### src/shared/fws_cfg.svh
// Constants of the flash status poller: register offsets, fields, timing.
// Assumes it is included by package and design files by bare name.
// Behaviour
// - Host combines toggle status and sector toggle bits for mode and sector; the poller compares only the toggle status bit.
// - Host reads status twice; unchanged toggle means done.
// - Toggling with timing limit high: recheck; still toggling means failure, reset.
// - Polling resumed after other tasks restarts from the first double read.
// - After timing limit failure host writes the reset command.
// - Host may skip erase timer check only if commands under 50 us apart.
// - Host checks erase timer flag before and after each added sector erase.
// - Host polls at the programmed address or a sector selected for erase.
`ifndef FWS_CFG_SVH
`define FWS_CFG_SVH
`define FWS_REG_CTRL 8'h00
`define FWS_REG_ADDR 8'h04
`define FWS_REG_WDATA 8'h08
`define FWS_REG_STAT 8'h0c
`define FWS_REG_LAST 8'h10
`define FWS_CMD_READ 3'h1
`define FWS_CMD_WRITE 3'h2
`define FWS_CMD_POLL 3'h3
`define FWS_CMD_ERCHK 3'h4
`define FWS_BIT_POLL 7
`define FWS_BIT_TOGGLE 6
`define FWS_BIT_LIMIT 5
`define FWS_BIT_ETIMER 3
`define FWS_BIT_STOGGLE 2
`define FWS_RESET_ADDR 24'h000000
`define FWS_RESET_DATA 16'h00f0
`define FWS_CLK_MHZ 250
`define FWS_T_STROBE_NS 60
`define FWS_STROBE_CYC ((`FWS_T_STROBE_NS * `FWS_CLK_MHZ + 999) / 1000)
`endif

### src/shared/fws_pkg.sv
// Types of the flash status poller.
// Assumes fws_cfg.svh sits on the include path.
`include "fws_cfg.svh"
package fws_pkg;
  // Flash pin bundle driven by the controller
  typedef struct packed {
    logic ce_n;
    logic oe_n;
    logic we_n;
    logic [23:0] addr;
    logic [15:0] dq_out;
    logic dq_oe;
  } fws_pins_type;
  // Poll outcome
  typedef enum logic [1:0] {FWS_RES_NONE, FWS_RES_DONE, FWS_RES_FAIL, FWS_RES_LATE}
    fws_result_type;
  // Bus cycle states of the pin sequencer
  typedef enum {FWS_CY_IDLE, FWS_CY_SETUP, FWS_CY_STROBE, FWS_CY_HOLD} fws_cy_type;
  // Polling states
  typedef enum {FWS_PL_IDLE, FWS_PL_FIRST, FWS_PL_SECOND, FWS_PL_RECHECK, FWS_PL_RESET,
    FWS_PL_EPRE, FWS_PL_EWR, FWS_PL_EPOST} fws_pl_type;
endpackage

### src/core/fws_cycle.sv
// One asynchronous flash bus cycle: setup, strobe low, hold.
// Assumes dq_in is synchronous to mclk and the strobe time covers access time.
`timescale 1ns/10ps
`include "fws_cfg.svh"
module fws_cycle import fws_pkg::*; #(
  parameter int STROBE_CYC = `FWS_STROBE_CYC
) (
  input wire logic mclk,
  input wire logic rst,
  input wire logic start,
  input wire logic wr,
  input wire logic [23:0] addr,
  input wire logic [15:0] wdata,
  input wire logic [15:0] dq_in,
  output logic busy,
  output logic done,
  output logic [15:0] rdata,
  output fws_pins_type pins
);
  typedef struct packed {
    fws_cy_type st;
    logic [7:0] cnt;
    logic wr;
    logic done;
    logic [15:0] rdata;
    fws_pins_type pins;
  } fws_cyst_type;
  fws_cyst_type s_q, s_d;

  // Every read is a full ce/oe cycle so the device counts it as a new read
  always_comb begin
    s_d = s_q;
    s_d.done = 1'b0;
    case (s_q.st)
      FWS_CY_IDLE: begin
        if (start) begin
          s_d.st = FWS_CY_SETUP;
          s_d.wr = wr;
          s_d.pins.addr = addr;
          s_d.pins.dq_out = wdata;
          s_d.pins.dq_oe = wr;
          s_d.pins.ce_n = 1'b0;
        end
      end
      FWS_CY_SETUP: begin
        s_d.st = FWS_CY_STROBE;
        s_d.cnt = 8'(STROBE_CYC);
        s_d.pins.oe_n = s_q.wr;
        s_d.pins.we_n = !s_q.wr;
      end
      FWS_CY_STROBE: begin
        if (s_q.cnt <= 8'h01) begin
          s_d.st = FWS_CY_HOLD;
          s_d.rdata = dq_in;
          s_d.pins.oe_n = 1'b1;
          s_d.pins.we_n = 1'b1;
        end else begin
          s_d.cnt = s_q.cnt - 8'h01;
        end
      end
      FWS_CY_HOLD: begin
        s_d.st = FWS_CY_IDLE;
        s_d.pins.ce_n = 1'b1;
        s_d.pins.dq_oe = 1'b0;
        s_d.done = 1'b1;
      end
      default: s_d.st = FWS_CY_IDLE;
    endcase
  end

  // State register
  always_ff @(posedge mclk or posedge rst) begin
    if (rst) begin
      s_q <= '{st: FWS_CY_IDLE, cnt: 8'h00, wr: 1'b0, done: 1'b0, rdata: 16'h0000,
        pins: '{ce_n: 1'b1, oe_n: 1'b1, we_n: 1'b1, addr: 24'h000000,
        dq_out: 16'h0000, dq_oe: 1'b0}};
    end else begin
      s_q <= s_d;
    end
  end

  assign busy = (s_q.st != FWS_CY_IDLE);
  assign done = s_q.done;
  assign rdata = s_q.rdata;
  assign pins = s_q.pins;

  strobe_len_a: assert property (@(posedge mclk) disable iff (rst)
    $fell(s_q.pins.oe_n) |-> !s_q.pins.oe_n [*2])
    else $error("read strobe too short");
endmodule

### src/core/fws_poller.sv
// Flash status poller: AHB-Lite registers, pin cycles, toggle polling.
// Assumes one AHB-Lite master, word transfers only, dq_in synchronous.
//
// The implementer's own choices: the placing of the registers and register access over AHB-Lite.
`timescale 1ns/10ps
`include "fws_cfg.svh"
module fws_poller import fws_pkg::*; #(
  parameter int STROBE_CYC = `FWS_STROBE_CYC
) (
  input wire logic mclk,
  input wire logic rst,
  input wire logic hsel,
  input wire logic [31:0] haddr,
  input wire logic [1:0] htrans,
  input wire logic hwrite,
  input wire logic [2:0] hsize,
  input wire logic [31:0] hwdata,
  input wire logic hready,
  output logic [31:0] hrdata,
  output logic hreadyout,
  output logic hresp,
  output logic flash_ce_n,
  output logic flash_oe_n,
  output logic flash_we_n,
  output logic [23:0] flash_addr,
  output logic [15:0] flash_dq_out,
  output logic flash_dq_oe,
  input wire logic [15:0] flash_dq_in
);
  typedef struct packed {
    logic wpend;
    logic [7:0] waddr;
    fws_pl_type pl;
    logic go;
    logic go_wr;
    logic [23:0] addr;
    logic [15:0] wdata;
    logic [15:0] last;
    logic first_tog;
    logic busy;
    fws_result_type res;
    logic [31:0] hrdata;
  } fws_st_type;
  fws_st_type s_q, s_d;
  logic cy_busy;
  logic cy_done;
  logic [15:0] cy_rdata;
  fws_pins_type pins;
  logic tog_same;

  fws_cycle #(.STROBE_CYC(STROBE_CYC)) u_cycle (
    .mclk(mclk),
    .rst(rst),
    .start(s_q.go),
    .wr(s_q.go_wr),
    .addr(s_q.addr),
    .wdata(s_q.wdata),
    .dq_in(flash_dq_in),
    .busy(cy_busy),
    .done(cy_done),
    .rdata(cy_rdata),
    .pins(pins)
  );

  // Toggle status bit compared between consecutive reads
  assign tog_same = (cy_rdata[`FWS_BIT_TOGGLE] == s_q.last[`FWS_BIT_TOGGLE]);

  always_comb begin
    s_d = s_q;
    s_d.go = 1'b0;
    // Bus address phase latched; data taken next cycle, zero wait states
    s_d.wpend = hsel && hready && htrans[1] && hwrite;
    if (hsel && hready && htrans[1]) begin
      s_d.waddr = haddr[7:0];
      case (haddr[7:0])
        `FWS_REG_ADDR: s_d.hrdata = {8'h00, s_q.addr};
        `FWS_REG_WDATA: s_d.hrdata = {16'h0000, s_q.wdata};
        `FWS_REG_STAT: s_d.hrdata = {29'h0, s_q.res, s_q.busy};
        `FWS_REG_LAST: s_d.hrdata = {16'h0000, s_q.last}; // both toggle bits
        default: s_d.hrdata = 32'h00000000;
      endcase
    end
    if (s_q.wpend) begin
      case (s_q.waddr)
        `FWS_REG_ADDR: s_d.addr = hwdata[23:0];
        `FWS_REG_WDATA: s_d.wdata = hwdata[15:0];
        `FWS_REG_CTRL: begin
          // Commands while busy are dropped; software polls the busy bit
          if (!s_q.busy) begin
            s_d.busy = 1'b1;
            s_d.res = FWS_RES_NONE;
            s_d.go = 1'b1;
            s_d.go_wr = (hwdata[2:0] == `FWS_CMD_WRITE);
            case (hwdata[2:0])
              `FWS_CMD_POLL: s_d.pl = FWS_PL_FIRST; // fresh double read
              `FWS_CMD_ERCHK: s_d.pl = FWS_PL_EPRE; // never skipped
              default: s_d.pl = FWS_PL_IDLE;
            endcase
          end
        end
        default: ;
      endcase
    end
    // Sequencer, advanced once per finished pin cycle
    if (cy_done) begin
      s_d.last = cy_rdata;
      s_d.go = 1'b1;
      case (s_q.pl)
        FWS_PL_IDLE: begin
          s_d.go = 1'b0;
          s_d.busy = 1'b0;
        end
        FWS_PL_FIRST: s_d.pl = FWS_PL_SECOND;
        FWS_PL_SECOND, FWS_PL_RECHECK: begin
          if (s_q.pl == FWS_PL_RECHECK && s_q.first_tog) begin
            // First read of a fresh recheck pair: nothing to compare yet
            // Comparing with the read before the limit could flag a finished
            // operation whose array data differs in the toggle position
            s_d.first_tog = 1'b0;
          end else if (tog_same) begin
            // Not toggling: operation over
            s_d.go = 1'b0;
            s_d.busy = 1'b0;
            s_d.pl = FWS_PL_IDLE;
            s_d.res = FWS_RES_DONE;
          end else if (s_q.pl == FWS_PL_RECHECK) begin
            // Still toggling after limit seen: failure, reset
            s_d.pl = FWS_PL_RESET;
            s_d.go_wr = 1'b1;
            s_d.addr = `FWS_RESET_ADDR;
            s_d.wdata = `FWS_RESET_DATA;
          end else if (cy_rdata[`FWS_BIT_LIMIT]) begin
            s_d.pl = FWS_PL_RECHECK;
            s_d.first_tog = 1'b1;
          end
        end
        FWS_PL_RESET: begin
          s_d.go = 1'b0;
          s_d.busy = 1'b0;
          s_d.pl = FWS_PL_IDLE;
          s_d.res = FWS_RES_FAIL;
        end
        FWS_PL_EPRE: begin
          // Timer already expired: the added erase would be ignored
          if (cy_rdata[`FWS_BIT_ETIMER]) begin
            s_d.go = 1'b0;
            s_d.busy = 1'b0;
            s_d.pl = FWS_PL_IDLE;
            s_d.res = FWS_RES_LATE;
          end else begin
            s_d.pl = FWS_PL_EWR;
            s_d.go_wr = 1'b1;
          end
        end
        FWS_PL_EWR: begin
          s_d.pl = FWS_PL_EPOST;
          s_d.go_wr = 1'b0;
        end
        FWS_PL_EPOST: begin
          // High on the check after means possibly not accepted
          s_d.go = 1'b0;
          s_d.busy = 1'b0;
          s_d.pl = FWS_PL_IDLE;
          s_d.res = cy_rdata[`FWS_BIT_ETIMER] ? FWS_RES_LATE : FWS_RES_DONE;
        end
        default: begin
          s_d.go = 1'b0;
          s_d.pl = FWS_PL_IDLE;
        end
      endcase
    end
    // Poll reads never write; judged on the next state so the reset write survives
    if (s_d.pl == FWS_PL_FIRST || s_d.pl == FWS_PL_SECOND || s_d.pl == FWS_PL_RECHECK)
      s_d.go_wr = 1'b0;
  end

  // State register
  always_ff @(posedge mclk or posedge rst) begin
    if (rst) begin
      s_q <= '{wpend: 1'b0, waddr: 8'h00, pl: FWS_PL_IDLE, go: 1'b0, go_wr: 1'b0,
        addr: 24'h000000, wdata: 16'h0000, last: 16'h0000, first_tog: 1'b0,
        busy: 1'b0, res: FWS_RES_NONE, hrdata: 32'h00000000};
    end else begin
      s_q <= s_d;
    end
  end

  // Outputs straight from flip-flops; hreadyout and hresp tied constant
  assign hrdata = s_q.hrdata;
  assign hreadyout = 1'b1;
  assign hresp = 1'b0;
  assign flash_ce_n = pins.ce_n;
  assign flash_oe_n = pins.oe_n;
  assign flash_we_n = pins.we_n;
  assign flash_addr = pins.addr;
  assign flash_dq_out = pins.dq_out;
  assign flash_dq_oe = pins.dq_oe;

  // Poll sequence checks; every status read is a full pin cycle of its own
  poll_done_a: assert property (@(posedge mclk) disable iff (rst)
    cy_done && s_q.pl == FWS_PL_SECOND && tog_same |=> s_q.res == FWS_RES_DONE && !s_q.busy)
    else $error("unchanged toggle not reported done");
  limit_recheck_a: assert property (@(posedge mclk) disable iff (rst)
    cy_done && s_q.pl == FWS_PL_SECOND && !tog_same && cy_rdata[`FWS_BIT_LIMIT]
    |=> s_q.pl == FWS_PL_RECHECK && s_q.first_tog)
    else $error("limit flag not rechecked");
  fresh_pair_a: assert property (@(posedge mclk) disable iff (rst)
    cy_done && s_q.pl == FWS_PL_RECHECK && s_q.first_tog
    |=> s_q.pl == FWS_PL_RECHECK && s_q.go && !s_q.go_wr)
    else $error("recheck pair cut short");
  fail_reset_a: assert property (@(posedge mclk) disable iff (rst)
    cy_done && s_q.pl == FWS_PL_RECHECK && !s_q.first_tog && !tog_same
    |=> s_q.go && s_q.go_wr && s_q.wdata == `FWS_RESET_DATA)
    else $error("reset command not issued");
  restart_a: assert property (@(posedge mclk) disable iff (rst)
    s_q.pl == FWS_PL_IDLE ##1 s_q.pl == FWS_PL_SECOND |-> 0)
    else $error("polling skipped first read");
  late_erase_a: assert property (@(posedge mclk) disable iff (rst)
    cy_done && s_q.pl == FWS_PL_EPRE && cy_rdata[`FWS_BIT_ETIMER]
    |=> s_q.res == FWS_RES_LATE && !s_q.go)
    else $error("late sector erase not blocked");
  poll_addr_a: assert property (@(posedge mclk) disable iff (rst)
    s_q.go && !s_q.go_wr && s_q.pl != FWS_PL_IDLE |-> s_q.addr == $past(s_q.addr))
    else $error("poll address moved");
  read_only_poll_a: assert property (@(posedge mclk) disable iff (rst)
    s_q.pl == FWS_PL_SECOND |-> !pins.dq_oe)
    else $error("bus driven during poll read");
  cmd_busy_a: assert property (@(posedge mclk) disable iff (rst)
    s_q.busy && !$past(s_q.busy) |-> s_q.res == FWS_RES_NONE)
    else $error("stale result at command start");
  // A dropped start would merge two reads into one and hide a toggle
  start_idle_a: assert property (@(posedge mclk) disable iff (rst)
    s_q.go |-> !cy_busy)
    else $error("pin cycle started while busy");
  cover_done_c: cover property (@(posedge mclk) s_q.res == FWS_RES_DONE);
  cover_recheck_c: cover property (@(posedge mclk) s_q.pl == FWS_PL_RECHECK && !s_q.first_tog);
  cover_reset_c: cover property (@(posedge mclk) s_q.go && s_q.go_wr && s_q.pl == FWS_PL_RESET);
  cover_fail_c: cover property (@(posedge mclk) s_q.res == FWS_RES_FAIL);
  cover_late_c: cover property (@(posedge mclk) s_q.res == FWS_RES_LATE);
endmodule

### config.mk
export PLATFORM = sky130hd
export DESIGN_NAME = fws_poller
export DESIGN_NICKNAME = d
export VERILOG_FILES = /design/src/shared/fws_pkg.sv /design/src/core/fws_cycle.sv /design/src/core/fws_poller.sv
export VERILOG_INCLUDE_DIRS = /design/src /design/src/shared
export SDC_FILE = /design/constraint.sdc
export NUM_CORES = 1
export LEC_CHECK = 0
export BUFFER_PORTS_ARGS = -buffer_cell sky130_fd_sc_hd__buf_2
export CAP_MARGIN = 30
export CORE_MARGIN = 2
export CORE_UTILIZATION = 45
export CTS_CLUSTER_SIZE = 25
export DETAILED_ROUTE_END_ITERATION = 7
export GPL_ROUTABILITY_DRIVEN = 0
export GPL_TIMING_DRIVEN = 0
export HOLD_SLACK_MARGIN = 0.12
export PLACE_DENSITY = 0.75
export SYNTH_ARGS = -nofsm -noshare
export SYNTH_HDL_FRONTEND = slang
export SYNTH_SLANG_ARGS = --single-unit
### constraint.sdc
create_clock -name mclk -period 6.4 [get_ports mclk]
set_clock_uncertainty 0.15 [all_clocks]
set_input_delay 0.96 -clock mclk [delete_from_list [all_inputs] [get_ports mclk]]
set_output_delay 0.96 -clock mclk [all_outputs]
set_load 0.005 [all_outputs]
==> results of run 1 <==
[logic make-up after synthesis]
| family | count (synthesis) | synth area share [%] |
|---|---|---|
| AND/OR/NAND/NOR | 209 | 12.2 |
| flip-flops | 199 | 55.0 |
| buffers and inverters | 126 | 8.53 |
| multiplexers | 124 | 14.9 |
| AO/OA/AOI/OAI | 100 | 7.98 |
| adder cells (fa/ha/maj) | 6 | 0.828 |
| XOR/XNOR | 6 | 0.579 |
| other | 2 | 0.0828 |
[final timing paths]
check                                start    endpoint  slack (ns)  cells past startpoint
worst max-delay path              haddr[1]   hrdata[6]        3.33                      7
worst min-delay path            hrdata[19]  hrdata[19]        0.33                      2
worst max register to register    s_q[118]     s_q[55]        3.62                      7
worst min register to register  hrdata[19]  hrdata[19]        0.33                      2
max in group asynchronous              rst     s_q[67]        4.66                      5
min in group asynchronous              rst     s_q[40]        0.43                      2
[power groups by stage]
stage / clock (mW) / sequential [mW] / combinational (mW)
global route: 1.14 / 1.81 / 1.16
finish: 1.08 / 1.78 / 1.05
floorplan: 0 / 1.72 / 0.780
CTS: 1.09 / 1.77 / 1.05
global placement: 0 / 1.78 / 1.01
detailed placement: 0 / 1.80 / 1.05
[per-layer routing]
metal	track usage, %	vias up	share of wire, %
met3	3.95	30	5.4
li1	-	2966	-
met2	32.8	211	49
met1	26.3	3211	44
met5	0	-	0.034
met4	7.01	2	2.0
[sequential cells by signal, summed over array words and instances (netlist names)]
register	cells
u_cycle.pins	44
hrdata	24
u_cycle.s_q	11
u_cycle.rdata	16
u_cycle.done	1
s_q	103
[Yosys cell counts, types with 7 or more instances]
library cell and count:
inv_1 11, o21ai_0 32, mux2i_1 42, nand2_1 56, nor2_1 62, nor3b_1 32, clkbuf_1 23, dfrtp_1 196
buf_4 78, a222oi_1 13, mux2_2 81, a21oi_1 10, nand3_1 7, nor4_1 10
[tightest hold or removal path: cells and delay by family, from the launching register on]
family             cells  cell delay [ns]
AOI/OAI and AO/OA      1             0.06
DFF                    1             0.35
and+or+nand+nor        1             0.04
[cell type report]
| type | count | area [sq um] | area share (%) |
|---|---|---|---|
| Timing Repair Buffer | 126 | 706 | 6.57 |
| Tap cell | 265 | 332 | 3.09 |
| Buffer | 113 | 724 | 6.74 |
| Antenna cell | 3 | 7.51 | 0.0699 |
| Clock inverter | 12 | 140 | 1.30 |
| Clock buffer | 20 | 457 | 4.25 |
| Inverter | 13 | 52.6 | 0.489 |
| Sequential cell | 199 | 4980 | 46.4 |
| Multi-Input combinational cell | 455 | 3340 | 31.1 |
[stage by stage]
stage          hold slack [ns]  setup WS (ns)  std cells  power (mW)
6_report                 0.332           3.33       1206        3.91
3_3_place_gp             0.312           1.52       1166        2.79
4_1_cts                  0.338           3.43       1203        3.92
2_1_floorplan            0.301           2.72        780        2.50
5_1_grt                  0.365           3.16       1206        4.12
3_5_place_dp             0.321           2.98       1171        2.84
==> metrics.md, run 1 <==
| Metric | Value |
|---|---|
| Slew margin rel. | `between 40% and 50%` |
| DRT Pass-1 Iters | `7` |
| F_max | `326 MHz` |
| Crit start category | `input pin` |
| Outcome | `complete, no violations` |
| Post-CTS Setup Bufs | `0` |
| Die H | `about 150 microns` |
| Max FO, Critical Path | `10` |
| Worst-path cell chain | `buf_2 -> nor3_1 -> nand2_1 -> nor4b_2 -> clkbuf_1 -> a222oi_1 -> o21ai_0` |
| Int Power | `2.72 mW` |
| H-Tree Depth | `4` |
| Kind of critical path | `input pin to flip-flop` |
| Routed WL | `between 20 and 25 mm` |
| Setup Total Neg Slack | `0 ns` |
| Period utilisation layout | `between 40% and 50%` |
| Hold Buf Count CTS | `0` |
| Die ar. | `approximately 0.021 sq mm` |
| Worst stage delay on the critical path | `between 0.7 and 0.8 ns` |
| Die Width | `between 100 and 150 microns` |
| Share of layout cells above drive strength 1 | `roughly 36%` |
| CTS Buf Count | `17` |
| Initial antenna violation count | `5` |
| Residual DRC | `0` |
| Max-cap violations | `0` |
| Row count | `between 50 and 60` |
| Routed vias/inst | `around 5.3` |
| Net Sw Frac | `30.5%` |
| Peak VDD IR | `0.196 mV` |
| Nets | `1021` |
| Number of synthesized flops with an enable pin | `0` |
| Register bit total from synthesis | `between 150 and 200` |
| Min-Delay Path Class | `flip-flop to flip-flop` |
| Via count of the first global-routing pass | `roughly 6400` |
| Wirelength per Cell | `17.1 microns` |
| CTS Sinks | `199` |
| TritonCTS clock tree | `built` |
| ANT nets after route | `0` |
| Initial Utilization | `46.3%` |
| Final core utilization | `between 50% and 60%` |
| Post-synthesis cell area | `0.00907 sq mm` |
| DR vias | `6420` |
| Gr usage total | `19.9%` |
| Clk buf depth | `2` |
| Reg clk slew, reported paths | `0.07 ns` |
| Synth cell types | `64` |
| Root Driver | `clkbuf_16` |
| Pwr dens | `between 300 and 400 mW/mm^2` |
| Static Leak | `between 5 and 6 nW` |
| Yosys Warn Count | `0` |
| Post-synthesis sequential area ratio | `a little over half` |
| Worst Path Arrival | `about 3.3 ns` |
| Core Region | `slightly below 0.02 sq mm` |
| Post-Synthesis Cells | `772` |
| Detail Placement HPWL | `15.1 mm` |
| Most frequent cells in the layout | `196 x dfrtp_1, 127 x buf_2, 81 x mux2_2` |
| Num ports | `between 150 and 200` |
| Port buffer count | `121` |
| Global-route wire length before repair | `~34 mm` |
| CP Capture Type | `flip-flop` |
| Area leader, netlist | `dfrtp_1` |
| Main synth FF type | `dfrtp_1` |
| Yosys top cell area share | `a little over half` |
| Combinational fraction of design power | `26.9%` |
| Fillcell total | `between 1500 and 2000` |
| WP data required | `6.60 ns` |
| Share of power burned in registers | `between 40 and 50%` |
| Commonest non-fill, non-tap cell in the layout | `dfrtp_1` |
| Fin. Hold Viols | `0` |
| Post-CTS sizing | `0` |
| Endpoints failing setup | `0` |
| Synth top area cells | `dfrtp_1 54%, mux2_2 10%, buf_4 6.5%` |
| Slew @ Worst Pin | `just under 0.9 ns` |
| Tmin final | `3.07 ns` |
| Worst path buffer plus inverter count | `2` |
| Clock power frac | `27.6%` |
| Slowest-stage cell, CP | `nor4b_2` |
| NetSw | `~1.2 mW` |
| Largest net degree at the start of global routing | `44` |
| Skew-Pair Late Insertion Delay | `0.43 ns` |
| Design area | `approximately 0.011 sq mm` |
| Avg Synthesized Cell Area | `roughly 12 sq um` |
| Final Max Slew Viols | `0` |
| RSZ-0062 raised after global routing | `false` |
| Total grt overflow | `0` |
| DR iter-0 viols | `about 500` |
| Layout overhead on the synthesized area | `18.5%` |
| FFs w/ async S/R, synth | `between 90% and 100%` |
| Delay-heaviest family, CP | `simple AND/OR/NAND/NOR gates` |
| Placed instance area | `roughly 0.010 sq mm` |
Power figures use the tool's default switching activity.
==> run 2: changes to the inputs <==
--- a/config.mk
+++ b/config.mk
@@ -15,7 +15,7 @@
 export GPL_ROUTABILITY_DRIVEN = 0
 export GPL_TIMING_DRIVEN = 0
 export HOLD_SLACK_MARGIN = 0.12
-export PLACE_DENSITY = 0.75
+export PLACE_DENSITY = 0.73
 export SYNTH_ARGS = -nofsm -noshare
 export SYNTH_HDL_FRONTEND = slang
 export SYNTH_SLANG_ARGS = --single-unit
==> constraint.sdc (replaced) <==
create_clock -name mclk -period 3.2 [get_ports mclk]
set_clock_uncertainty 0.15 [all_clocks]
set_input_delay 0.48 -clock mclk [delete_from_list [all_inputs] [get_ports mclk]]
set_output_delay 0.48 -clock mclk [all_outputs]
set_load 0.005 [all_outputs]
==> run 2 against run 1 <==
Compared with the run above:
- the run now ends with DRC left
- setup slack worse by 2.9 ns
- register-to-register slack worse by 3.2 ns
- largest power group unchanged
- clock power grew 93%
- largest cell class unchanged
- die area stayed put
- global-route usage down 0.18 points
- highest routed layer unchanged
- critical path type is now flip-flop to flip-flop
- via count is essentially flat
- combinational power rose by 100%
- wire length fell by 0.61%
==> metrics.md, run 2 (synthesized netlist as in run 1, its figures left out) <==
| Metric | Value |
|---|---|
| Outcome | `complete, but fails checks` |
| Violated checks | `DRC` |
| DR iter-0 viols | `478 (-7.2%)` |
| Commonest non-fill, non-tap cell in the layout | `dfrtp_1` |
| Largest net degree at the start of global routing | `42 (-4.5%)` |
| ANT nets after route | `0 (unchanged)` |
| Slew @ Worst Pin | `0.924 ns (+0.0453 ns)` |
| Detail Placement HPWL | `14.9 mm (-0.86%)` |
| Slowest-stage cell, CP | `nor4b_2` |
| Design area | `0.0108 sq mm (+0.87%)` |
| Wirelength per Cell | `16.8 microns (-1.6%)` |
| Peak VDD IR | `0.403 mV (+110%)` |
| Die ar. | `0.0213 sq mm (unchanged)` |
| Routed vias/inst | `5.27 (-0.97%)` |
| Static Leak | `5.45 nW (+0.80%)` |
| Residual DRC | `3 (+3)` |
| F_max | `roughly 360 MHz` |
| Routed WL | `20.5 mm (-0.61%)` |
| Final Max Slew Viols | `0 (unchanged)` |
| Max-cap violations | `0 (unchanged)` |
| Worst Reg-to-Reg Cells | `7 (unchanged)` |
| Most frequent cells in the layout | `196 x dfrtp_1, 127 x buf_2, 81 x mux2_2` |
| Crit start category | `flip-flop` |
| WHS Path Cells | `2 (unchanged)` |
| Layout overhead on the synthesized area | `19.5%` |
| Max reg flops | `103 (unchanged)` |
| Multi-input logic area | `0.00334 sq mm (unchanged)` |
| Final core utilization | `55.3% (+0.48 points)` |
| CTS Sinks | `199 (unchanged)` |
| Hold Buf Count CTS | `12 (+12)` |
| CTS Buf Count | `17 (unchanged)` |
| Setup Total Neg Slack | `0 ns (unchanged)` |
| Min-Delay Path Class | `input pin to flip-flop` |
| Die Width | `146 microns (unchanged)` |
| Skew-Pair Late Insertion Delay | `0.43 ns (about the same)` |
| Fin. Hold Viols | `0 (unchanged)` |
| Nets | `1033 (+1.2%)` |
| Die H | `146 microns (unchanged)` |
| Worst Path Arrival | `2.95 ns (-0.32 ns)` |
| Global-route wire length before repair | `33.3 mm (-1.1%)` |
| Core Region | `0.0196 sq mm (unchanged)` |
| Worst-path cell chain | `nor4_1 -> nand4_1 -> nor4b_2 -> and3_1 -> buf_2 -> buf_4 -> nor2_1` |
| Total grt overflow | `0 (unchanged)` |
| Placed instance area | `0.0101 sq mm (unchanged)` |
| Setup WS pre-CTS | `0.234 ns (-2.74 ns)` |
| RSZ-0062 raised after global routing | `false` |
| Fillcell total | `1675 (-0.30%)` |
| Period utilisation layout | `86.9%` |
| Pwr dens | `714 mW/mm^2 (+96%)` |
| Port buffer count | `121 (unchanged)` |
| Clk buf depth | `2 (unchanged)` |
| TritonCTS clock tree | `built` |
| Row count | `51 (unchanged)` |
| Slew margin rel. | `38.4% (-3.0 points)` |
| Hold WS | `0.141 ns (-0.191 ns)` |
| DR vias | `6421 (+0.016%)` |
| Post-CTS sizing | `0 (unchanged)` |
| Endpoints failing setup | `0 (unchanged)` |
| Tot Pwr | `7.74 mW (+98%)` |
| Min-Delay Endpoint | `u_cycle.rdata[2]` |
| Initial Utilization | `46.3% (unchanged)` |
| Worst reg2reg endpoint | `s_q[72]` |
| Initial antenna violation count | `4 (-1)` |
| Reg2reg start | `s_q[102]` |
| Worst stage delay on the critical path | `0.67 ns (-0.06 ns)` |
| Gr usage total | `19.7% (-0.18 points)` |
| Via count of the first global-routing pass | `6233 (-2.0%)` |
| DRT Pass-1 Iters | `8 (+1)` |
| R2R Setup Slk | `0.42 ns (-3.20 ns)` |
| Root Driver | `clkbuf_16` |
| FF/Latch Area | `0.00498 sq mm (unchanged)` |
| WP data required | `3.37 ns (-3.23 ns)` |
| Fin cells | `1218 (+1.0%)` |
| Reg clk slew, reported paths | `0.07 ns (about the same)` |
| Kind of critical path | `flip-flop to flip-flop` |
| Share of layout cells above drive strength 1 | `35.7% (-0.35 points)` |
| Worst hold start | `flash_dq_in[2]` |
| Fin worst setup slack | `0.420 ns (-2.92 ns)` |
| Post-CTS Setup Bufs | `0 (unchanged)` |
| Placed Cells | `1171 (unchanged)` |
| Num ports | `168 (unchanged)` |
| H-Tree Depth | `4 (unchanged)` |
| CP Capture Type | `flip-flop` |
| Top reg by flops | `s_q` |
| Max FO, Critical Path | `10 (unchanged)` |
| Tmin final | `2.78 ns` |
## run 2: final cells by class
type,instances,area share [%]
sequential,199,46.0
inverter,13,0.485
timing repair buffer,138,7.62
multi-input combinational,455,30.8
buffer,113,6.68
tap,265,3.06
clock buffer,17,3.93
antenna,3,0.0693
clock inverter,15,1.34
## run 2: power breakdown
group	total [mW]	switching, mW	internal (mW)
registers	3.55	0.443	3.11
clock network	2.08	0.989	1.10
logic	2.10	0.972	1.13
total	7.74	2.40	5.33
## run 2: routing by layer
metal / global-route usage, % / share of wire, %
met5: 0 / 0.064
met4: 6.03 / 1.6
met3: 5.20 / 6.3
met2: 31.4 / 48
met1: 26.6 / 44
## run 2: how the worst max path moves through the flow
stage,from,to,slack [ns]
floorplan,rst,hrdata[0],-0.002
global placement,rst,u_cycle.rdata[12],-1.22
detailed placement,haddr[1],hrdata[5],0.23
CTS,s_q[102],s_q[67],0.47
global route,s_q[111],s_q[71],0.27
finish,s_q[102],s_q[72],0.42
## run 2: worst max-delay path: cells and delay by family (launching register included)
| family | cells | cell delay, ns |
|---|---|---|
| flops | 1 | 0.38 |
| simple gates | 5 | 1.68 |
| buf+inv | 2 | 0.46 |
